File: config.mk
export PLATFORM = sky130hd
export DESIGN_NAME = trap_bus_unit
export DESIGN_NICKNAME = d
export VERILOG_FILES = /design/src/trap_bus_pkg.sv /design/src/trap_bus_unit.sv
export VERILOG_INCLUDE_DIRS = /design/src /design/src/src
export SDC_FILE = /design/constraint.sdc
export NUM_CORES = 1
export LEC_CHECK = 0
export ABC_AREA = 1
export ABC_CLOCK_PERIOD_IN_PS = 1600
export BUFFER_PORTS_ARGS = -buffer_cell sky130_fd_sc_hd__buf_2
export CORE_MARGIN = 8
export CORE_UTILIZATION = 49
export CTS_BUF_LIST = sky130_fd_sc_hd__clkbuf_2
export CTS_CLUSTER_DIAMETER = 40
export DETAILED_ROUTE_END_ITERATION = 7
export PLACE_DENSITY = 0.79
export SKIP_CTS_REPAIR_TIMING = 1
export SYNTH_ARGS = -nofsm -noshare
export SYNTH_HDL_FRONTEND = slang
export SYNTH_SLANG_ARGS = --single-unit
File: constraint.sdc
create_clock -name ref_clk_i -period 1.6 [get_ports ref_clk_i]
set_input_delay 0.08 -clock ref_clk_i [delete_from_list [all_inputs] [get_ports ref_clk_i]]
set_output_delay 0.08 -clock ref_clk_i [all_outputs]
set_load 0.02 [all_outputs]
File: src/trap_bus_regs.svh
`ifndef TRAP_BUS_REGS_SVH
`define TRAP_BUS_REGS_SVH

// Restart targets
`define TB_VEC_TRAP 16'h0024
`define TB_VEC_R55 16'h002C
`define TB_VEC_R65 16'h0034
`define TB_VEC_R75 16'h003C
`define TB_VEC_NONE 16'h0000
`define TB_RESUME_STEP 16'h0001

// Read-mask result layout
`define TB_MREAD_MASK_LO 0
`define TB_MREAD_IE_BIT 3
`define TB_MREAD_P55_BIT 4
`define TB_MREAD_P65_BIT 5
`define TB_MREAD_P75_BIT 6
`define TB_MREAD_SERIN_BIT 7

// Positions in the pin synchroniser word
`define TB_PIN_TRAP 0
`define TB_PIN_R55 1
`define TB_PIN_R65 2
`define TB_PIN_R75 3
`define TB_PIN_INTR 4
`define TB_PIN_HOLD 5
`define TB_PIN_READY 6
`define TB_PIN_SERIN 7
`define TB_PIN_AD_LO 8

// Mask input bits
`define TB_MASK_R55 0
`define TB_MASK_R65 1
`define TB_MASK_R75 2

// Oscillator divided by two: the processor cycle ends when phase is high
`define TB_PHASE_LAST 1'b1
`define TB_PHASE_FIRST 1'b0

// Serial output reset value; zero byte returned as read data after a write cycle
`define TB_SEROUT_RESET 1'b1
`define TB_BYTE_ZERO 8'h00

`endif

File: src/trap_bus_pkg.sv
package trap_bus_pkg;

  typedef enum logic [5:0] {
    BUS_IDLE = 6'b000001,
    BUS_T1 = 6'b000010,
    BUS_T2 = 6'b000100,
    BUS_TW = 6'b001000,
    BUS_T3 = 6'b010000,
    BUS_HOLD = 6'b100000
  } bus_state_e;

  typedef struct packed {
    logic [15:0] addr;
    logic [7:0] wdata;
    logic write;
    logic io;
    logic fetch;
  } bus_req_s;

  typedef struct packed {
    logic [7:0] addr_hi;
    logic [7:0] ad_out;
    logic ad_oe;
    logic ctl_oe;
    logic ale;
    logic rd_n;
    logic wr_n;
    logic int_ack_n;
    logic io_m;
    logic hlda;
  } bus_pins_s;

  typedef struct packed {
    logic valid;
    logic is_intr;
    logic [15:0] vector;
    logic [15:0] resume_addr;
  } vec_s;

endpackage

File: src/trap_bus_unit.sv
`timescale 1ns/100ps
`include "trap_bus_regs.svh"
// Summary of operation
// - The trap request is taken whatever the interrupt enable flag holds.
// - Taking a trap copies the enable flag into the saved flag, then clears it.
// - First read-mask after a trap reports the saved flag in result bit 3.
// - Later read-mask reports the live flag; read-mask never changes the flag.
// - Bit 3 reads 1 when interrupts are enabled, 0 when disabled.
// - A trap acts like an internal restart to address 24 hex.
// - Return point is the address after the interrupted instruction.
// - Processor clock is the oscillator clock divided by two.
// - Upper address byte on own pins; lower byte shares pins with data.
// - First bus clock drives the full address and pulses address latch strobe.
// - Second and third bus clocks carry data on the shared lower bus.
// - Read, store, memory-or-io and interrupt acknowledge strobes are provided.
// - Hold, ready and interrupt inputs are sampled on the oscillator clock.
// - One serial input line and one serial output line under instruction control.
// - Three maskable restart inputs besides the nonmaskable trap input.
// - After a general interrupt, the next fetch uses acknowledge instead of read.
// - While ready is low, wait cycles are inserted until it returns high.
// - Bus hold request releases the buses once the current machine cycle ends.
module trap_bus_unit
  import trap_bus_pkg::*;
(
  input wire logic ref_clk_i,
  input wire logic srst_i,
  input wire logic trap_i,
  input wire logic rst55_i,
  input wire logic rst65_i,
  input wire logic rst75_i,
  input wire logic intr_i,
  input wire logic hold_i,
  input wire logic ready_i,
  input wire logic serial_input_line_i,
  input wire logic [7:0] ad_i,
  input wire logic req_valid_i,
  input wire bus_req_s req_i,
  input wire logic instr_end_i,
  input wire logic [15:0] instr_addr_i,
  input wire logic interrupt_enable_instruction_i,
  input wire logic interrupt_mask_all_instruction_i,
  input wire logic read_interrupt_mask_instruction_i,
  input wire logic [2:0] mask_i,
  input wire logic r75_clr_i,
  input wire logic serout_we_i,
  input wire logic serout_val_i,
  output logic req_ready_o,
  output logic ack_o,
  output logic [7:0] rdata_o,
  output logic [7:0] mask_read_o,
  output vec_s vec_o,
  output bus_pins_s pins_o,
  output logic proc_clk_o,
  output logic serial_output_line_o
);

  typedef struct packed {
    logic [15:0] sync1;
    logic [15:0] sync2;
    logic phase;
    bus_state_e bus;
    bus_req_s cur;
    logic cyc_int_ack;
    logic int_ack_pending;
    logic trap_prev;
    logic trap_req;
    logic r75_prev;
    logic r75_req;
    logic interrupt_enable_flag;
    logic saved_enable_flag;
    logic first_read_pending;
    logic ack;
    logic [7:0] rdata;
    logic [7:0] mask_read;
    vec_s vec;
    bus_pins_s pins;
    logic serout;
  } state_s;

  state_s s_reg;
  state_s s_next;

  logic cyc_end;
  logic hold_s;
  logic ready_s;
  logic trap_s;
  logic r75_s;
  logic take_r55;
  logic take_r65;
  logic take_r75;
  logic take_intr;

  // Only the second synchroniser stage is read by logic
  assign hold_s = s_reg.sync2[`TB_PIN_HOLD];
  assign ready_s = s_reg.sync2[`TB_PIN_READY];
  assign trap_s = s_reg.sync2[`TB_PIN_TRAP];
  assign r75_s = s_reg.sync2[`TB_PIN_R75];
  assign cyc_end = (s_reg.phase == `TB_PHASE_LAST);

  // Maskable requests, highest first; trap needs no enable
  assign take_r75 = s_reg.interrupt_enable_flag & s_reg.r75_req & ~mask_i[`TB_MASK_R75];
  assign take_r65 = s_reg.interrupt_enable_flag & s_reg.sync2[`TB_PIN_R65]
    & ~mask_i[`TB_MASK_R65];
  assign take_r55 = s_reg.interrupt_enable_flag & s_reg.sync2[`TB_PIN_R55]
    & ~mask_i[`TB_MASK_R55];
  assign take_intr = s_reg.interrupt_enable_flag & s_reg.sync2[`TB_PIN_INTR];

  assign req_ready_o = (s_reg.bus == BUS_IDLE) & cyc_end & ~hold_s;
  assign ack_o = s_reg.ack;
  assign rdata_o = s_reg.rdata;
  assign mask_read_o = s_reg.mask_read;
  assign vec_o = s_reg.vec;
  assign pins_o = s_reg.pins;
  assign proc_clk_o = s_reg.phase;
  assign serial_output_line_o = s_reg.serout;

  always_comb
  begin
    s_next = s_reg;
    // All pins pass two flip-flops before use
    s_next.sync1 = {ad_i, serial_input_line_i, ready_i, hold_i, intr_i, rst75_i, rst65_i,
      rst55_i, trap_i};
    s_next.sync2 = s_reg.sync1;
    s_next.phase = ~s_reg.phase;
    s_next.ack = 1'b0;
    s_next.vec.valid = 1'b0;
    s_next.trap_prev = trap_s;
    s_next.r75_prev = r75_s;

    // Serial output under instruction control
    if (serout_we_i)
    begin
      s_next.serout = serout_val_i;
    end

    // Edge-held requests; a new edge wins over a clear in the same cycle
    if (r75_clr_i)
    begin
      s_next.r75_req = 1'b0;
    end
    if (r75_s & ~s_reg.r75_prev)
    begin
      s_next.r75_req = 1'b1;
    end

    if (interrupt_enable_instruction_i)
    begin
      s_next.interrupt_enable_flag = 1'b1;
    end
    else if (interrupt_mask_all_instruction_i)
    begin
      s_next.interrupt_enable_flag = 1'b0;
    end

    // Read-mask result; the enable flag is left as is
    if (read_interrupt_mask_instruction_i)
    begin
      s_next.mask_read[`TB_MREAD_MASK_LO +: 3] = mask_i;
      s_next.mask_read[`TB_MREAD_IE_BIT] = s_reg.first_read_pending ? s_reg.saved_enable_flag
        : s_reg.interrupt_enable_flag;
      s_next.mask_read[`TB_MREAD_P55_BIT] = s_reg.sync2[`TB_PIN_R55];
      s_next.mask_read[`TB_MREAD_P65_BIT] = s_reg.sync2[`TB_PIN_R65];
      s_next.mask_read[`TB_MREAD_P75_BIT] = s_reg.r75_req;
      s_next.mask_read[`TB_MREAD_SERIN_BIT] = s_reg.sync2[`TB_PIN_SERIN];
      s_next.first_read_pending = 1'b0;
    end

    if (instr_end_i)
    begin
      s_next.vec.is_intr = 1'b0;
      s_next.vec.resume_addr = instr_addr_i + `TB_RESUME_STEP;
      if (s_reg.trap_req)
      begin
        // Trap is taken whatever the enable flag holds; the flag is saved, then cleared
        s_next.trap_req = 1'b0;
        s_next.saved_enable_flag = s_reg.interrupt_enable_flag;
        s_next.interrupt_enable_flag = 1'b0;
        s_next.first_read_pending = 1'b1;
        s_next.vec.valid = 1'b1;
        s_next.vec.vector = `TB_VEC_TRAP;
      end
      else if (take_r75 | take_r65 | take_r55)
      begin
        s_next.interrupt_enable_flag = 1'b0;
        s_next.vec.valid = 1'b1;
        if (take_r75)
        begin
          s_next.r75_req = 1'b0;
          s_next.vec.vector = `TB_VEC_R75;
        end
        else if (take_r65)
        begin
          s_next.vec.vector = `TB_VEC_R65;
        end
        else
        begin
          s_next.vec.vector = `TB_VEC_R55;
        end
      end
      else if (take_intr)
      begin
        s_next.interrupt_enable_flag = 1'b0;
        s_next.int_ack_pending = 1'b1;
        s_next.vec.valid = 1'b1;
        s_next.vec.is_intr = 1'b1;
        s_next.vec.vector = `TB_VEC_NONE;
      end
    end

    // Trap edge latches a request; the edge wins over acceptance
    if (trap_s & ~s_reg.trap_prev)
    begin
      s_next.trap_req = 1'b1;
    end

    // Bus machine advances once per processor clock
    if (cyc_end)
    begin
      case (s_reg.bus)
        BUS_IDLE:
        begin
          if (hold_s)
          begin
            s_next.bus = BUS_HOLD;
          end
          else if (req_valid_i)
          begin
            s_next.bus = BUS_T1;
            s_next.cur = req_i;
            s_next.cyc_int_ack = s_reg.int_ack_pending & req_i.fetch;
            if (req_i.fetch)
            begin
              s_next.int_ack_pending = 1'b0;
            end
          end
        end
        BUS_T1:
        begin
          s_next.bus = BUS_T2;
        end
        BUS_T2, BUS_TW:
        begin
          s_next.bus = ready_s ? BUS_T3 : BUS_TW;
        end
        BUS_T3:
        begin
          s_next.ack = 1'b1;
          s_next.rdata = s_reg.cur.write ? `TB_BYTE_ZERO
            : s_reg.sync2[`TB_PIN_AD_LO +: 8];
          s_next.bus = hold_s ? BUS_HOLD : BUS_IDLE;
        end
        BUS_HOLD:
        begin
          if (!hold_s)
          begin
            s_next.bus = BUS_IDLE;
          end
        end
        default:
        begin
          s_next.bus = BUS_IDLE;
        end
      endcase
    end

    // Pin outputs follow the next bus state
    s_next.pins.ale = 1'b0;
    s_next.pins.rd_n = 1'b1;
    s_next.pins.wr_n = 1'b1;
    s_next.pins.int_ack_n = 1'b1;
    s_next.pins.ad_oe = 1'b0;
    s_next.pins.ctl_oe = 1'b1;
    s_next.pins.hlda = 1'b0;
    s_next.pins.addr_hi = s_next.cur.addr[15:8];
    s_next.pins.io_m = s_next.cur.io;
    case (s_next.bus)
      BUS_T1:
      begin
        s_next.pins.ale = 1'b1;
        s_next.pins.ad_out = s_next.cur.addr[7:0];
        s_next.pins.ad_oe = 1'b1;
      end
      BUS_T2, BUS_TW, BUS_T3:
      begin
        if (s_next.cur.write)
        begin
          s_next.pins.ad_out = s_next.cur.wdata;
          s_next.pins.ad_oe = 1'b1;
          s_next.pins.wr_n = 1'b0;
        end
        else if (s_next.cyc_int_ack)
        begin
          s_next.pins.int_ack_n = 1'b0;
        end
        else
        begin
          s_next.pins.rd_n = 1'b0;
        end
      end
      BUS_HOLD:
      begin
        s_next.pins.ctl_oe = 1'b0;
        s_next.pins.hlda = 1'b1;
      end
      default:
      begin
        s_next.pins.ad_oe = 1'b0;
      end
    endcase

    if (srst_i)
    begin
      s_next = '0;
      s_next.phase = `TB_PHASE_FIRST;
      s_next.bus = BUS_IDLE;
      s_next.serout = `TB_SEROUT_RESET;
      s_next.pins.rd_n = 1'b1;
      s_next.pins.wr_n = 1'b1;
      s_next.pins.int_ack_n = 1'b1;
      s_next.pins.ctl_oe = 1'b1;
    end
  end

  always_ff @(posedge ref_clk_i)
  begin
    s_reg <= s_next;
  end

endmodule

Word level (Yosys, flattened, before mapping). Cells that the tools add are included.

Multiplexer cells: 50. Add/subtract/negate cells: 1. Eq/ne operators: 12. Reductions and logical operators: 14. Bitwise logic cells: 23.

Operators by type and width (number): $mux W35 (2); $mux W29 (2); $mux W16 (2); $pmux W6 S5 (1); $mux W1 (29); $mux W18 (1); $mux W6 (3); $mux W9 (2); $add A16 B1 Y16 const B (1); $pmux W8 S2 (1); $mux W5 (3); $and A1 B1 Y1 (12); $eq A6 B2 Y1 const B (2); $eq A6 B3 Y1 const B (2); $eq A6 B4 Y1 const B (2); $eq A6 B5 Y1 const B (2); $eq A6 B6 Y1 const B (2); $not A1 Y1 (9); $mux W8 (1); $reduce_and A2 Y1 (4); $reduce_or A2 Y1 (4); $eq A6 B1 Y1 const B (1); $reduce_or A3 Y1 (2); $mux W4 (1); other kinds (7) (9).

Register bits after elaboration: 150. Bits of input ports: 72.

Depth between registers and ports, before layout. Gate-level depths: netlist of run 1.

Word-level depth: 16. Depth in mapped cells: 17. Depth with buffers taken out: 16.

Worst setup path after synthesis of run 1. Ideal clock, no wire load.

Path type: flip-flop to flip-flop. Start point: register s_reg (netlist bit proc_clk_o). End point: register s_reg (netlist bit pins_o[12]). Cell stages (with the launch flop): 13. Arrival time: 1.943 ns. Buffers on the path: 2. Slack: -0.455 ns. Path through: dfxtp_1 buf_6 inv_4 nor4_4 nand2_2 buf_6 or2_0 o21ai_2 nor2_1 nand2_1 nand2_1 nor2_1 nor2_1.

Cells in the longest elaborated chain, start to end: 5. Elaborated cells on any way between the ends: 11. Classes of those cells: 5 x eq/ne; 3 x mux; 3 x reduce/logical.

Ends and longest elaborated chain: start, declared (line trap_bus_unit.sv:80) `state_s s_reg;`; start signal, assigned (line trap_bus_unit.sv:326) `s_reg <= s_next;`; $mux W35 (*) (line trap_bus_unit.sv:217) `if (cyc_end)`; $eq A6 B3 Y1 (tied with other cells) (line trap_bus_unit.sv:276) `case (s_next.bus)`; $reduce_or A3 Y1 (line trap_bus_unit.sv:276); $ne A2 B1 Y1 (no source line) or $reduce_bool A2 Y1 (tied branches); $reduce_and A2 Y1 (no source line).

Mark *: on every way between the ends. The rest lies on a longest branch, timed or not. The select of a mux whose other input is x is not followed. A chain may end at the register's enable or synchronous reset.

Worst setup path in the final report of run 1.
Start point: register s_reg[114] in the netlist's numbering. End point: register s_reg (netlist bit pins_o[7]).

Cells in the longest elaborated chain, start to end: 7. Elaborated cells on any way between the ends: 20. Classes of those cells: 10 x eq/ne; 8 x mux; 2 x reduce/logical.

Ends and longest elaborated chain: $eq A6 B3 Y1 (tied with other cells) (line trap_bus_unit.sv:219) `case (s_reg.bus)`; $reduce_or A2 Y1 or $mux W6 (tied branches) (line trap_bus_unit.sv:219, trap_bus_unit.sv:222); $pmux W6 S5 (line trap_bus_unit.sv:219); $mux W35 (*) (line trap_bus_unit.sv:217); $eq A6 B3 Y1 (tied with other cells) (line trap_bus_unit.sv:276); $reduce_or A3 Y1 (line trap_bus_unit.sv:276); $pmux W1 S2 (*) (line trap_bus_unit.sv:276).

Marks and branches as above.

==> impl_summary.txt, run 1 <==
----------------------------------------------------
[Timing]
  Number of setup violations in the final report ... 39
  Sum of negative setup slack ... -5.99 ns
  Maximum operating frequency ... 525 MHz
  Setup slack of the critical path after layout ... -0.304 ns
  Number of pins with negative max-slew slack in the final report ... 0
  Worst clock skew ... 0.0327 ns
  Setup repair after global routing missed its margin ... yes
  Final Hold Fails ... 0
  Minimum clock period ... 1.90 ns
  Share of the cycle needed by the critical path after routing ... 119%

[Layout]
  Area growth from synthesis to final layout ... 43.7%
  Final-layout fill cell count ... 798
  Final core utilization ... 71.5%
  Number of nets in the layout ... 1058
  Max reg flops ... 69
  # diodes ... 0
  Fraction of final layout cells with drive strength greater than 1 ... 33.6%

[Power and ir drop]
  Power dissipated by switching net loads ... 0.00202 W
  Comb pwr share ... 18.2%
  Worst IR Drop VDD ... 0.799 mV
  Leak ... 4.02 nW
  Total Power ... 0.00715 W
  Fraction of power spent switching nets ... 28.3%
  Internal power contribution ... 0.00513 W
  Clock power share ... 33.9%
  Power density normalized to cell area ... 883 nW/µm²
  Register share of total power ... 47.9%

[Synth]
  Register area share after synthesis ... 45.5%
  Cells after Synth ... 740
  Synth top area cells ... sky130_fd_sc_hd__dfxtp_1 46%, sky130_fd_sc_hd__buf_4 10%, sky130_fd_sc_hd__nor2_1 10%
  Share of the synthesized area in the top cell type ... 45.5%
  Synthesized area per cell ... 7.61 µm²
  Synthesized flop and latch total ... 128
  Synth warnings ... 0
  Area of the mapped netlist ... 5630 µm²
  Cell type with the highest aggregate area in the netlist ... sky130_fd_sc_hd__dfxtp_1
  Distinct cells, synth ... 42

[Routing]
  Antenna-violating nets left ... 0
  First-pass detailed-route iteration total ... 5
  Initial drt markers ... 318
  Total wire length after detailed routing ... 16400 µm
  DRC viols ... 0
  Via-to-Cell Ratio ... 4.77
  Detailed-route via count ... 5445
  Per-cell routed wire length ... 14.4 µm

[Setup path]
  Critical path peak fanout ... 5
  R2R setup slack ... -0.30 ns
  Signal arrival time at the worst endpoint ... 2.46 ns
  Worst setup SP type ... register
  Beginning of the worst register-to-register path ... s_reg[114]
  Required time of the worst setup path ... 2.16 ns
  Crit Reg-Reg Endpoint ... pins_o[7]
  Path type of the worst setup path ... reg -> reg
  Length in cells of the worst reg-to-reg path ... 15
  Element type at the critical path end ... register

[Clocking]
  Buffer levels on the longest clock path ... 2
  CTS tree ... done
  CTS buffer count ... 17
  TritonCTS sink count ... 128
  Root Driver ... sky130_fd_sc_hd__clkbuf_2
  Clock slew at reported path FFs ... 0.17 ns
  Maximum level of the CTS H-tree ... 4
  Skew-Pair Late Insertion Delay ... 0.68 ns

[Global routing]
  Vias in the first global route ... 4503
  Global-route wire length before repair ... 20500 µm
  Initial antenna violation count ... 0
  Total GRT Usage ... 17.0%
  Global route overflow ... 0
  Maximum number of pins on one net before global-route repair ... 59

[Outcome]
  Violated checks ... negative setup slack
  Status ... finished with violations

[Floorplan]
  Count of standard-cell rows ... 39
  Number of top-level pins ... 150
  Placeable Area ... 11300 µm²
  Initial Util ... 49.7%
  Die Height ... 123 µm
  Width of the die ... 123 µm
  Total Die Area ... 15200 µm²

[Place]
  Final estimated routing congestion in global placement ... 0.856
  Count of port buffers added during placement ... 137
  Post-DP HPWL ... 9410 µm

[Run]
  Max-cap violations ... 0

[Min path]
  Hold/Removal Path Class ... in -> reg
  Hold worst-path end ... s_reg[111]
  Start point of the worst hold path ... req_i[26]
  Hold Path Depth ... 4

----------------------------------------------------
[area by class of cell]
cell class / instances / area, µm² / area share, %
Tap cell: 143 / 179 / 2.21
Sequential cell: 128 / 2580 / 31.9
Clock inverter: 15 / 218 / 2.69
Timing Repair Buffer: 314 / 2370 / 29.3
Clock buffer: 17 / 85.1 / 1.05
Inverter: 89 / 354 / 4.38
Multi-Input combinational cell: 435 / 2310 / 28.5
[power groups by stage]
| stage | Sequential, W | Combinational, W | Clock, W |
|---|---|---|---|
| 2_1_floorplan | 0.00347 | 0.000688 | 0 |
| 3_3_place_gp | 0.00347 | 0.000920 | 0 |
| 3_5_place_dp | 0.00348 | 0.000929 | 0 |
| 4_1_cts | 0.00341 | 0.000936 | 0.00244 |
| 5_1_grt | 0.00344 | 0.00140 | 0.00260 |
| 6_report | 0.00342 | 0.00130 | 0.00242 |
[worst max path at each step]
stage	startpoint	cells past startpoint	endpoint
2_1_floorplan	s_reg[115]	12	pins_o[12]
3_3_place_gp	s_reg[115]	9	pins_o[10]
3_5_place_dp	s_reg[115]	10	pins_o[13]
4_1_cts	s_reg[115]	5	req_ready_o
5_1_grt	s_reg[114]	16	pins_o[11]
6_report	s_reg[114]	15	pins_o[7]
[per-stage QoR]
| step | cells | setup WS (ns) | hold slack [ns] | instance area, µm² |
|---|---|---|---|---|
| 2_1_floorplan | 751 | -0.351 | 0.176 | 5700 |
| 3_3_place_gp | 990 | -0.287 | 0.277 | 6340 |
| 3_5_place_dp | 990 | -0.332 | 0.281 | 6340 |
| 4_1_cts | 1022 | -0.415 | -0.480 | 6640 |
| 5_1_grt | 1141 | -0.439 | 0.133 | 8090 |
| 6_report | 1141 | -0.304 | 0.177 | 8090 |
[metal layers]
layer | up-vias | track usage (%) | wire, µm
met5 | - | 0 | 0
met4 | 0 | 5.19 | 357
met3 | 31 | 5.75 | 1060
met2 | 212 | 28.6 | 8630
met1 | 2497 | 20.0 | 6330
li1 | 2705 | - | -
[cells by family (layout without fill, tap and decap cells)]
family                     count (synthesis)  after routing  synth area share (%)
and+or+nand+nor                          317            318                  24.9
buffers and inverters                    189            435                  18.3
DFF                                      128            128                  45.5
AOI/OAI and AO/OA                         90             90                  8.76
xor gates and xnor gates                  14             14                  2.18
adders and majority gates                  1              1                 0.222
other                                      1             12                0.0666
[critical path, cell delays in order, from the launching register on]
cell and delay [ns]:
sky130_fd_sc_hd__dfxtp_2 0.37, sky130_fd_sc_hd__nor2_4 0.15, sky130_fd_sc_hd__nand2_4 0.07, sky130_fd_sc_hd__buf_4 0.16, sky130_fd_sc_hd__nor2_4 0.11, sky130_fd_sc_hd__nand2_1 0.06, sky130_fd_sc_hd__nand2_1 0.08, sky130_fd_sc_hd__nand2_2 0.09
sky130_fd_sc_hd__nand3_4 0.12, sky130_fd_sc_hd__nor2_4 0.06, sky130_fd_sc_hd__nand2_4 0.10, sky130_fd_sc_hd__nand2_8 0.07, sky130_fd_sc_hd__buf_4 0.14, sky130_fd_sc_hd__buf_4 0.12, sky130_fd_sc_hd__nand3_2 0.07, sky130_fd_sc_hd__o21ai_2 0.05
[cell usage in the layout, fill, tap and decap left out, drive strengths merged, types with 19 or more instances in the layout]
cell type | netlist | layout
a21oi | 32 | 32
buf | 85 | 211
clkbuf | 15 | 19
dfxtp | 128 | 128
dlygate4sd3 | 0 | 101
inv | 87 | 86
nand2 | 88 | 89
nand3 | 46 | 46
nor2 | 160 | 160
o21ai | 48 | 48
[synth_stat cells (all sizes together)]
library cell    n
clkbuf         15
nand3          46
nand2          88
clkinv          2
nand4           4
or2             8
dfxtp         128
inv            87
xnor2           2
o21ai          48
buf            85
nor2          160
a21boi          1
a21oi          32
a22oi           2
o31ai           2
o21bai          1
and3            1
conb            1
ha              1
nor3            9
a31oi           1
o211ai          2
o22ai           1
nor4            1
xor2           12
(Power assumes the default switching activity.)
==> inputs of run 2 (changes only) <==
- ABC_CLOCK_PERIOD_IN_PS: 1600 -> 2200
- CORE_UTILIZATION: 49 -> 50
- PLACE_DENSITY: 0.79 -> 0.77
- clock period: 1.6 -> 2.2 ns (I/O delays scaled with it)
==> run 2 against run 1 <==
Against the previous run:
- the flow now finishes without violations
- largest power group unchanged
- utilization fell by 5.3 points
- worst hold slack worse by 0.096 ns
- critical endpoint is now vec_o[9]
- combinational power shrank 40%
- largest cell class unchanged
==> impl_summary.txt, run 2 (same netlist as run 1, synthesis figures left out) <==
----------------------------------------------------
[Outcome]
  Status ... finished clean

[Layout]
  Final core utilization ... 66.2% (-5.3 points)
  Highest-count cells in the layout ignoring fill and taps ... 151 x sky130_fd_sc_hd__nor2_1, 137 x sky130_fd_sc_hd__buf_2, 128 x sky130_fd_sc_hd__dfxtp_1
  Final-layout fill cell count ... 903 (+13%)
  Number of nets in the layout ... 996 (-5.9%)
  Area growth from synthesis to final layout ... 28.6%
  Total area of sequential cells ... 2560 µm² (-0.63%)
  Fraction of final layout cells with drive strength greater than 1 ... 22.9% (-11 points)
  Footprint of the multi-input gates ... 2080 µm² (-9.9%)
  Commonest non-fill, non-tap cell in the layout ... sky130_fd_sc_hd__nor2_1
  Max reg flops ... 69 (unchanged)

[Min path]
  Hold Path Depth ... 5 (+1)
  Hold/Removal Path Class ... in -> reg

[Clocking]
  Skew-Pair Late Insertion Delay ... 0.63 ns (-0.05 ns)
  Maximum level of the CTS H-tree ... 4 (unchanged)
  Clock slew at reported path FFs ... 0.20 ns (+0.03 ns)
  CTS tree ... done
  Buffer levels on the longest clock path ... 2 (unchanged)
  CTS buffer count ... 17 (unchanged)
  Root Driver ... sky130_fd_sc_hd__clkbuf_2
  TritonCTS sink count ... 128 (unchanged)

[Power and ir drop]
  Worst IR Drop VDD ... 0.526 mV (-34%)
  Leak ... 3.60 nW (-10%)
  Power density normalized to cell area ... 652 nW/µm² (-26%)

[Routing]
  Initial drt markers ... 335 (+5.3%)
  Detailed-route via count ... 5062 (-7.0%)
  Antenna-violating nets left ... 0 (unchanged)
  Per-cell routed wire length ... 13.7 µm (-4.6%)
  Total wire length after detailed routing ... 14800 µm (-9.8%)
  First-pass detailed-route iteration total ... 5 (unchanged)
  Via-to-Cell Ratio ... 4.69 (-1.7%)
  DRC viols ... 0 (unchanged)

[Place]
  Final estimated routing congestion in global placement ... 0.896 (+4.6%)
  Post-DP HPWL ... 9100 µm (-3.3%)
  Count of port buffers added during placement ... 137 (unchanged)

[Floorplan]
  Die Height ... 122 µm (-0.87%)
  Total Die Area ... 14900 µm² (-1.7%)
  Initial Util ... 51.5% (+1.8 points)
  Width of the die ... 122 µm (-0.87%)
  Count of standard-cell rows ... 38 (-2.6%)
  Placeable Area ... 10900 µm² (-3.4%)
  Number of top-level pins ... 150 (unchanged)

[Setup path]
  Signal arrival time at the worst endpoint ... 2.67 ns (+0.21 ns)
  Critical path peak fanout ... 3 (-2)
  Length in cells of the worst reg-to-reg path ... 12 (-3)
  Element type at the critical path end ... register
  Path type of the worst setup path ... in -> reg
  Worst setup SP type ... input pin
  Required time of the worst setup path ... 2.78 ns (+0.62 ns)

[Global routing]
  Global route overflow ... 0 (unchanged)
  Initial antenna violation count ... 3 (+3)
  Global-route wire length before repair ... 20100 µm (-2.4%)
  Vias in the first global route ... 4342 (-3.6%)
  Maximum number of pins on one net before global-route repair ... 90 (+53%)
  Total GRT Usage ... 16.6% (-0.39 points)

[Timing]
  Minimum clock period ... 2.09 ns
  Worst clock skew ... 0.0386 ns (+0.00587 ns)
  Final Hold Fails ... 0 (unchanged)
  Number of pins with negative max-slew slack in the final report ... 0 (unchanged)
  Number of setup violations in the final report ... 0 (-100%)
  Sum of negative setup slack ... 0 ns (+5.99 ns)
  Slew Limit Headroom ... 61.3%
  Share of the cycle needed by the critical path after routing ... 95.0%
  Slew at the pin with the worst max-slew slack ... 0.578 ns
  Setup repair after global routing missed its margin ... no
  Maximum operating frequency ... 478 MHz

[Run]
  Max-cap violations ... 0 (unchanged)

----------------------------------------------------
## run 2: changes by cell type in the layout (fill, tap and decap cells not counted), moves of 5 or more
cell	change
sky130_fd_sc_hd__buf_4	-56
sky130_fd_sc_hd__nor2_1	+12
sky130_fd_sc_hd__nand2_1	+11
sky130_fd_sc_hd__dfxtp_1	+9
sky130_fd_sc_hd__o21ai_2	-8
sky130_fd_sc_hd__dfxtp_2	-7
sky130_fd_sc_hd__nand2_2	-7
sky130_fd_sc_hd__nor2_2	-7
sky130_fd_sc_hd__buf_6	-5
sky130_fd_sc_hd__inv_6	+5
sky130_fd_sc_hd__nand3_1	+5
sky130_fd_sc_hd__nand3_2	-5
sky130_fd_sc_hd__nor2_4	-5
## run 2: final cells by class
cell class              instances  area share, %
flip-flops and latches        128           35.4
multi-input cells             434           28.7
repair buffers                253           25.3
inverters                      89           4.67
well taps                     140           2.42
clock inverters                14           2.16
clock buffers                  18           1.24
diodes                          3          0.104
## run 2: where the power goes
group | internal (W) | leakage [nW] | switching (W) | total [W]
clock network | 0.000542 | 0.138 | 0.000911 | 0.00145
logic | 0.000346 | 2.41 | 0.000440 | 0.000786
registers | 0.00243 | 1.05 | 0.0000524 | 0.00248
## run 2: per-layer routing
metal	up-vias	GRT usage [%]	wire, µm	share of wire (%)
li1	2584	-	-	-
met1	2281	19.9	5970	40
met2	169	27.6	7550	51
met3	28	5.46	908	6.1
met4	0	5.48	357	2.4
met5	-	0	0	0
## run 2: worst max-delay path, cell delays in order
cell and delay, ns:
sky130_fd_sc_hd__dlygate4sd3_1 0.52, sky130_fd_sc_hd__buf_2 0.13, sky130_fd_sc_hd__nand3_1 0.14, sky130_fd_sc_hd__nor2_1 0.20
sky130_fd_sc_hd__nand3_1 0.15, sky130_fd_sc_hd__xor2_1 0.17, sky130_fd_sc_hd__dlygate4sd3_1 0.57, sky130_fd_sc_hd__a21oi_1 0.12
sky130_fd_sc_hd__dlygate4sd3_1 0.55
## run 2: path summary, 6_finish.rpt
| kind | start | end | slack, ns |
|---|---|---|---|
| max | instr_addr_i[0] | vec_o[9] | 0.11 |
| max reg2reg | s_reg[116] | pins_o[15] | 0.23 |
| min reg2reg | s_reg[146] | s_reg[130] | 0.41 |
| min | req_valid_i | pins_o[1] | 0.08 |
## run 2: through the flow
step                cell area, µm²  hold WS (ns)  setup WS [ns]  std cells  power [W]
finish                        7240        0.0809          0.110       1079    0.00472
global route                  7240        0.0193       0.000833       1079    0.00498
CTS                           6180        -0.425         0.0914        971    0.00460
detailed placement            5930         0.317          0.182        939    0.00314
global placement              5930         0.307          0.250        939    0.00313
floorplan                     5670         0.206          0.145        751    0.00302
